## config.mk

```make
export PLATFORM = sky130hd
export DESIGN_NAME = isvm_top
export DESIGN_NICKNAME = d
export VERILOG_FILES = /design/src/hdl/isvm_top.v /design/src/hdl/isvm_flag.v
export VERILOG_INCLUDE_DIRS = /design/src /design/src/common
export SDC_FILE = /design/constraint.sdc
export NUM_CORES = 1
export LEC_CHECK = 0
export ABC_AREA = 1
export BUFFER_PORTS_ARGS = -buffer_cell sky130_fd_sc_hd__buf_2
export CAP_MARGIN = 30
export CORE_MARGIN = 1.5
export CORE_UTILIZATION = 35
export DETAILED_ROUTE_END_ITERATION = 6
export GPL_ROUTABILITY_DRIVEN = 1
export HOLD_SLACK_MARGIN = 0.08
export PLACE_DENSITY = 0.58
export SLEW_MARGIN = 0
export SYNTH_ARGS = -nofsm -noshare
export SYNTH_HDL_FRONTEND = slang
export SYNTH_SLANG_ARGS = --single-unit
```

## constraint.sdc

```tcl
create_clock -name clk_i -period 29.8 [get_ports clk_i]
set_input_delay 8.94 -clock clk_i [delete_from_list [all_inputs] [get_ports clk_i]]
set_output_delay 8.94 -clock clk_i [all_outputs]
set_load 0.01 [all_outputs]
```

## src/common/isvm_regs.vh

```
`ifndef ISVM_REGS_VH
`define ISVM_REGS_VH

// counts of sources handled by the map
`define ISVM_NUM_MASKABLE    22
`define ISVM_NUM_RESET       5
`define ISVM_SLOT_BREAK      5'h16
`define ISVM_SLOT_RST        5'h17

// branch kinds shown to the core
`define ISVM_KIND_MASKABLE   2'h0
`define ISVM_KIND_BREAK      2'h1
`define ISVM_KIND_RESET      2'h2

// in-service level meaning nothing is being serviced
`define ISVM_LEVEL_IDLE      3'h4
`define ISVM_GROUP_RESET     2'h0

// fixed vector addresses
`define ISVM_VEC_RESET       16'h0000
`define ISVM_VEC_BREAK       16'h007e
`define ISVM_VEC_WDT         16'h0004
`define ISVM_VEC_LVD         16'h0006
`define ISVM_VEC_PIN0        16'h0008
`define ISVM_VEC_PIN5        16'h0012
`define ISVM_VEC_SER0_TX     16'h001e
`define ISVM_VEC_SER0_RX     16'h0020
`define ISVM_VEC_TM1_UP      16'h0022
`define ISVM_VEC_SER1_TX     16'h0024
`define ISVM_VEC_SER1_RX     16'h0026
`define ISVM_VEC_TM3_UP      16'h0028
`define ISVM_VEC_TM0_END     16'h002c
`define ISVM_VEC_TM3_END     16'h0032
`define ISVM_VEC_ADC         16'h0034
`define ISVM_VEC_DTM0        16'h0056
`define ISVM_VEC_DTM1        16'h0058
`define ISVM_VEC_FLASH       16'h0062
`define ISVM_VEC_STEP        16'h0002

// default priority numbers, zero highest
`define ISVM_DP_WDT          6'h00
`define ISVM_DP_LVD          6'h01
`define ISVM_DP_PIN0         6'h02
`define ISVM_DP_SER0_TX      6'h0b
`define ISVM_DP_SER0_RX      6'h0c
`define ISVM_DP_TM1_UP       6'h0d
`define ISVM_DP_SER1_TX      6'h0e
`define ISVM_DP_SER1_RX      6'h0f
`define ISVM_DP_TM3_UP       6'h10
`define ISVM_DP_TM0_END      6'h12
`define ISVM_DP_ADC          6'h16
`define ISVM_DP_DTM0         6'h27
`define ISVM_DP_DTM1         6'h28
`define ISVM_DP_FLASH        6'h2c
`define ISVM_DP_NONE         6'h3f

`endif

```

## src/hdl/isvm_top.v

```verilog
`timescale 1ns/1ns
`include "isvm_regs.vh"
module isvm_top #(
   parameter NSRC = `ISVM_NUM_MASKABLE,
   parameter NRST = `ISVM_NUM_RESET
) (
   input  wire               clk_i,
   input  wire               rst_n_i,
   input  wire               watchdog_interval_req_i,
   input  wire               voltage_detect_req_i,
   input  wire               pin_edge_req_0_i,
   input  wire               pin_edge_req_1_i,
   input  wire               pin_edge_req_2_i,
   input  wire               pin_edge_req_3_i,
   input  wire               pin_edge_req_4_i,
   input  wire               pin_edge_req_5_i,
   input  wire               serial0_tx_req_i,
   input  wire               clocked_serial0_req_i,
   input  wire               two_wire0_req_i,
   input  wire               serial0_rx_req_i,
   input  wire               serial0_rx_err_req_i,
   input  wire               timer_ch1_upper_req_i,
   input  wire               serial1_tx_req_i,
   input  wire               serial1_rx_req_i,
   input  wire               serial1_rx_err_req_i,
   input  wire               timer_ch3_upper_req_i,
   input  wire               timer_ch0_end_req_i,
   input  wire               timer_ch1_end_req_i,
   input  wire               timer_ch2_end_req_i,
   input  wire               timer_ch3_end_req_i,
   input  wire               conversion_done_req_i,
   input  wire               dual_timer0_req_i,
   input  wire               dual_timer1_req_i,
   input  wire               flash_sequencer_req_i,
   input  wire               software_break_i,
   input  wire [NRST-1:0]    reset_cause_i,
   input  wire [NSRC-1:0]    mask_i,
   input  wire [2*NSRC-1:0]  group_i,
   input  wire               int_enable_i,
   input  wire [2:0]         service_level_i,
   input  wire               ack_i,
   output reg                branch_req_o,
   output reg  [15:0]        vector_o,
   output reg  [1:0]         kind_o,
   output reg  [5:0]         default_prio_o,
   output reg  [1:0]         group_o,
   output reg  [NSRC-1:0]    pending_o
);

   localparam NSLOT = NSRC + 2;

   // slot order follows default priority, so a lower slot wins ties
   wire [NSLOT-1:0] set_vec;
   wire [NSLOT-1:0] flag_vec;
   reg  [NSLOT-1:0] clr_vec;
   reg  [4:0]       pres_slot;

   // merge shared sources by OR
   assign set_vec[0]  = watchdog_interval_req_i;
   assign set_vec[1]  = voltage_detect_req_i;
   assign set_vec[2]  = pin_edge_req_0_i;
   assign set_vec[3]  = pin_edge_req_1_i;
   assign set_vec[4]  = pin_edge_req_2_i;
   assign set_vec[5]  = pin_edge_req_3_i;
   assign set_vec[6]  = pin_edge_req_4_i;
   assign set_vec[7]  = pin_edge_req_5_i;
   assign set_vec[8]  = serial0_tx_req_i | clocked_serial0_req_i
                        | two_wire0_req_i;
   assign set_vec[9]  = serial0_rx_req_i | serial0_rx_err_req_i;
   assign set_vec[10] = timer_ch1_upper_req_i;
   assign set_vec[11] = serial1_tx_req_i;
   assign set_vec[12] = serial1_rx_req_i | serial1_rx_err_req_i;
   assign set_vec[13] = timer_ch3_upper_req_i;
   assign set_vec[14] = timer_ch0_end_req_i;
   assign set_vec[15] = timer_ch1_end_req_i;
   assign set_vec[16] = timer_ch2_end_req_i;
   assign set_vec[17] = timer_ch3_end_req_i;
   assign set_vec[18] = conversion_done_req_i;
   assign set_vec[19] = dual_timer0_req_i;
   assign set_vec[20] = dual_timer1_req_i;
   assign set_vec[21] = flash_sequencer_req_i;
   assign set_vec[NSRC]   = software_break_i;
   assign set_vec[NSRC+1] = |reset_cause_i;

   // one pending flag per slot
   genvar g;
   generate
      for (g = 0; g < NSLOT; g = g + 1) begin : flags
         isvm_flag u_flag (
            .clk_i   (clk_i),
            .rst_n_i (rst_n_i),
            .set_i   (set_vec[g]),
            .clr_i   (clr_vec[g]),
            .flag_o  (flag_vec[g])
         );
      end
   endgenerate

   // vector table entry of a slot, two bytes per entry
   function [15:0] vec_of;
      input [4:0] slot;
      begin
         if (slot <= 5'h07) begin
            vec_of = `ISVM_VEC_WDT
                     + {10'h000, slot, 1'b0};
         end else if (slot >= 5'h0e && slot <= 5'h11) begin
            vec_of = `ISVM_VEC_TM0_END
                     + {10'h000, slot - 5'h0e, 1'b0};
         end else begin
            case (slot)
               5'h08:   vec_of = `ISVM_VEC_SER0_TX;
               5'h09:   vec_of = `ISVM_VEC_SER0_RX;
               5'h0a:   vec_of = `ISVM_VEC_TM1_UP;
               5'h0b:   vec_of = `ISVM_VEC_SER1_TX;
               5'h0c:   vec_of = `ISVM_VEC_SER1_RX;
               5'h0d:   vec_of = `ISVM_VEC_TM3_UP;
               5'h12:   vec_of = `ISVM_VEC_ADC;
               5'h13:   vec_of = `ISVM_VEC_DTM0;
               5'h14:   vec_of = `ISVM_VEC_DTM1;
               5'h15:   vec_of = `ISVM_VEC_FLASH;
               5'h16:   vec_of = `ISVM_VEC_BREAK;
               default: vec_of = `ISVM_VEC_RESET;
            endcase
         end
      end
   endfunction

   // default priority number of a slot
   function [5:0] dprio_of;
      input [4:0] slot;
      begin
         if (slot <= 5'h07) begin
            dprio_of = {1'b0, slot};
         end else if (slot >= 5'h0e && slot <= 5'h11) begin
            dprio_of = `ISVM_DP_TM0_END
                       + {1'b0, slot - 5'h0e};
         end else begin
            case (slot)
               5'h08:   dprio_of = `ISVM_DP_SER0_TX;
               5'h09:   dprio_of = `ISVM_DP_SER0_RX;
               5'h0a:   dprio_of = `ISVM_DP_TM1_UP;
               5'h0b:   dprio_of = `ISVM_DP_SER1_TX;
               5'h0c:   dprio_of = `ISVM_DP_SER1_RX;
               5'h0d:   dprio_of = `ISVM_DP_TM3_UP;
               5'h12:   dprio_of = `ISVM_DP_ADC;
               5'h13:   dprio_of = `ISVM_DP_DTM0;
               5'h14:   dprio_of = `ISVM_DP_DTM1;
               5'h15:   dprio_of = `ISVM_DP_FLASH;
               default: dprio_of = `ISVM_DP_NONE;
            endcase
         end
      end
   endfunction

   // maskable arbitration: best group first, lowest slot on a tie
   reg [4:0]  best_slot;
   reg [1:0]  best_grp;
   reg        best_hit;
   reg [1:0]  cur_grp;
   integer    i;

   always @* begin
      best_slot = 5'h00;
      best_grp  = 2'h3;
      best_hit  = 1'b0;
      cur_grp   = 2'h0;
      for (i = NSRC - 1; i >= 0; i = i - 1) begin
         cur_grp = group_i[2*i +: 2];
         if (flag_vec[i] && !mask_i[i]
             && ({1'b0, cur_grp} < service_level_i)
             && (!best_hit || cur_grp <= best_grp)) begin
            best_slot = i[4:0];
            best_grp  = cur_grp;
            best_hit  = 1'b1;
         end
      end
   end

   // final choice: reset, then break, then enabled maskable
   reg        next_req;
   reg [4:0]  next_slot;
   reg [1:0]  next_kind;
   reg [1:0]  next_grp;

   always @* begin
      next_req  = 1'b0;
      next_slot = best_slot;
      next_kind = `ISVM_KIND_MASKABLE;
      next_grp  = best_grp;
      if (flag_vec[NSRC+1]) begin
         next_req  = 1'b1;
         next_slot = `ISVM_SLOT_RST;
         next_kind = `ISVM_KIND_RESET;
         next_grp  = `ISVM_GROUP_RESET;
      end else if (flag_vec[NSRC]) begin
         next_req  = 1'b1;
         next_slot = `ISVM_SLOT_BREAK;
         next_kind = `ISVM_KIND_BREAK;
         next_grp  = `ISVM_GROUP_RESET;
      end else if (best_hit && int_enable_i) begin
         next_req  = 1'b1;
      end
   end

   // acknowledge clears the presented slot only
   integer k;
   always @* begin
      clr_vec = {NSLOT{1'b0}};
      for (k = 0; k < NSLOT; k = k + 1) begin
         if (ack_i && branch_req_o && pres_slot == k[4:0]) begin
            clr_vec[k] = 1'b1;
         end
      end
   end

   // present the winner; drop for one cycle after an acknowledge
   always @(posedge clk_i or negedge rst_n_i) begin
      if (!rst_n_i) begin
         branch_req_o   <= 1'b0;
         vector_o       <= `ISVM_VEC_RESET;
         kind_o         <= `ISVM_KIND_MASKABLE;
         default_prio_o <= `ISVM_DP_NONE;
         group_o        <= 2'h0;
         pres_slot      <= 5'h00;
      end else if (ack_i && branch_req_o) begin
         branch_req_o   <= 1'b0;
      end else begin
         branch_req_o   <= next_req;
         vector_o       <= vec_of(next_slot);
         kind_o         <= next_kind;
         default_prio_o <= dprio_of(next_slot);
         group_o        <= next_grp;
         pres_slot      <= next_slot;
      end
   end

   // pending maskable flags shown for software polling
   always @(posedge clk_i or negedge rst_n_i) begin
      if (!rst_n_i) begin
         pending_o <= {NSRC{1'b0}};
      end else begin
         pending_o <= flag_vec[NSRC-1:0];
      end
   end

endmodule

```

## src/hdl/isvm_flag.v

```verilog
`timescale 1ns/1ns
// one pending-request flag; a set in the clear cycle wins
module isvm_flag (
   input  wire clk_i,
   input  wire rst_n_i,
   input  wire set_i,
   input  wire clr_i,
   output reg  flag_o
);

   // sticky request with set priority over clear
   always @(posedge clk_i or negedge rst_n_i) begin
      if (!rst_n_i) begin
         flag_o <= 1'b0;
      end else if (set_i) begin
         flag_o <= 1'b1;
      end else if (clr_i) begin
         flag_o <= 1'b0;
      end
   end

endmodule

```

==> run_results.csv <==
group,metric,value,unit
drt,drc,0,
worst_setup_path,required,30.04,ns
clocking,cts_made_buffers,9,
grt,grtUsageTotal,20.9,%
drt,vias_per_cell,4.87,
power_and_ir_drop,irDropWorstVdd,0.0697,mV
sta,setup_viol,0,
logic_synthesis,synth-edff-count,0,
min_path,hold_end,"pending_o[3]",
sta,slew_viol_final,0,
grt,antenna_found_initial,0,
flow_run,maxCapViolCount,0,
sta,setup_tns,0,ns
worst_setup_path,critPathMaxFanout,8,
sta,relSlewSlack,53.6,%
status,outcome,"finished, final reports clean",
floorplan,coreArea,0.0180,sq mm
clocking,cts_tree,"built",
logic_synthesis,yosysWarnings,0,
logic_synthesis,async_flop_share,100,%
floorplan,die_h,139,um
cells_and_area,layout_common_cells,"nand2_1, buf_4, buf_2, inv_1, nor2_1",
clocking,clk_pin_slew,0.06,ns
logic_synthesis,synth-main-ff-cell,"dfrtp_1",
floorplan,die_width,139,um
logic_synthesis,ys_types,48,
min_path,hp-start,"flags[3].u_flag.flag_o",
sta,layout_setup_ws,0.348,ns
worst_setup_path,endpoint_kind,"flop",
clocking,cts_root_buf,"clkbuf_16",
drt,drtAntennaViolNets,0,
cells_and_area,postLayoutCellArea,0.0102,sq mm
cells_and_area,antenna_cells,0,
placed_design,portBuffers,143,
drt,wl,21700,um
worst_setup_path,r2r-start,"flags[21].u_flag.flag_o",
clocking,clk_latency,0.35,ns
floorplan,die_area,0.0192,sq mm
logic_synthesis,synth_area_leader_cell,"dfrtp_1",
worst_setup_path,critPathMaxStageDelay,0.34,ns
floorplan,rows,49,
grt,grt_overflow,0,
worst_setup_path,reg2regPathDepth,179,
worst_setup_path,worst_path_most_repeated_cell,"a21oi_2",
placed_design,dp_hpwl,15800,um
worst_setup_path,crit_type,"in2reg",
clocking,cts.sinks,68,
sta,fin_crit,29.45,ns
cells_and_area,drive_above_1_share,50.2,%
worst_setup_path,reg2reg_slack,8.95,ns
logic_synthesis,ys_ff_latch,68,
grt,grt_pass1_wl,32500,um
worst_setup_path,r2r-end,"vector_o[5]",
logic_synthesis,avgSynthCellArea,6.95,sq um
cells_and_area,syn2layout_area_growth,57.7,%
cells_and_area,num-nets-final,1431,
sta,grt_setup_unrepaired,"yes",
worst_setup_path,cp-start-kind,"primary input",
drt,route.vias.total,7191,
cells_and_area,final_cells,1478,
cells_and_area,fillers,1676,
placed_design,dp.cells,1430,
floorplan,floorplan.initialDensity,35.7,%
placed_design,place_area,0.00848,sq mm
cells_and_area,final_common_cell,"nand2_1",
min_path,hold_class,"reg2reg",
power_and_ir_drop,power.density,86.0,mW/mm^2
clocking,hold_buffers,0,
worst_setup_path,arrival,29.69,ns
logic_synthesis,seq_area_frac_synth,26.5,%
logic_synthesis,syn_inst,927,
drt,dr.pass1.iters,5,
power_and_ir_drop,leakagePower,5.23,nW
sta,hold_viol,0,
grt,grt_start_max_net_pins,69,
placed_design,routabilityCongestion,0.886,
min_path,worstHoldPathCells,0,
placed_design,dp_slack,-0.868,ns
sta,fin_crit_sh,98.8,%
worst_setup_path,crit_slowest_cell,"ha_1",
logic_synthesis,ys_top_cells_by_area,"dfrtp_1, ha_1, nand2_1",
sta,clock.fmax,0.0340,GHz
grt,grt_pass1_vias,6506,
drt,wl_per_cell,14.7,um
clocking,cts.path.max_buffers,2,
sta,worst_slew_pin_slew,0.696,ns
logic_synthesis,synth.cell_area,0.00644,sq mm
floorplan,ioPinCount,154,
clocking,htree_levels,3,
logic_synthesis,synth_top_area_share,24.1,%
sta,finClkSkew,0.00767,ns
drt,dr.first_iter.drc_count,281,
==> cell families (layout without fill, tap and decap cells) <==
kind of cell               after synthesis  after routing  share of synthesized area (%)
buffers and inverters                  167            479                           11.2
DFF                                     68             68                           26.5
AOI/OAI and AO/OA                      131            131                           11.6
and+or+nand+nor                        480            481                           35.0
other                                    1             10                         0.0582
adders and majority gates               80             80                           15.5
==> how the worst max path moves through the flow <==
stage,end,start,cells past startpoint
floorplan,vector_o[5],service_level_i[1],178
global placement,vector_o[5],service_level_i[1],177
detailed placement,vector_o[5],service_level_i[1],176
CTS,vector_o[5],service_level_i[1],176
global route,default_prio_o[4],service_level_i[1],184
finish,vector_o[5],service_level_i[1],183
==> state kept, by name (all words and copies together), names as in the netlist <==
register             count
flags.u_flag.flag_o     24
pending_o               22
default_prio_o           6
vector_o                 6
pres_slot                5
group_o                  2
kind_o                   2
branch_req_o             1
==> timing repair <==
item | 4_1_cts | 5_1_grt
setup buffers | 10 | 22
gates resized for setup | 21 | 244
pin swaps | 13 | 127
setup endpoints to repair | 12 | 19
cloned | 1 | 0
==> final cells by class <==
| class | instances | area (sq um) | share of cell area, % |
|---|---|---|---|
| well taps | 229 | 287 | 2.82 |
| repair buffers | 320 | 2140 | 21.1 |
| clock buffers | 12 | 267 | 2.62 |
| clock inverters | 2 | 10.0 | 0.0986 |
| flip-flops and latches | 68 | 1710 | 16.8 |
| inverters | 145 | 566 | 5.57 |
| multi-input cells | 702 | 5180 | 51.0 |
==> critical path, delay by kind of cell <==
kind	cells	cell delay, ns
simple gates	85	9.13
fa+ha+maj	23	5.06
buf+inv	28	2.06
compound gates	47	4.44
==> cells in the mapped netlist, drive strengths merged (2+ instances only) <==
master / n
nand3b: 2
nand2: 244
clkinv: 4
a31oi: 3
nor3: 19
o21ai: 32
and2: 18
a21oi: 64
ha: 80
nand3: 103
nor2: 80
o211ai: 7
clkbuf: 4
dfstp: 6
or2: 11
dfrtp: 62
buf: 18
o21bai: 15
o31ai: 2
a22oi: 3
inv: 141
nand4: 3
==> metrics by stage <==
step                util (%)  power [mW]  hold WS [ns]
floorplan                  -       0.366         0.354
global placement        47.1       0.546         0.357
detailed placement      47.1       0.553         0.360
CTS                     49.5       0.673         0.372
global route            56.3       0.942         0.382
finish                  56.3       0.873         0.371
==> power breakdown <==
group / switching (mW) / internal (mW)
Sequential: 0.000810 / 0.0940
Combinational: 0.326 / 0.347
Clock: 0.0431 / 0.0620
==> layer usage <==
layer,track usage [%],vias up,share of wire [%]
li1,-,3636,-
met3,3.42,25,5.1
met5,0,-,0
met4,5.54,0,1.4
met2,33.8,188,47
met1,29.1,3342,46
Note: power is estimated with default switching activity, not from simulation.
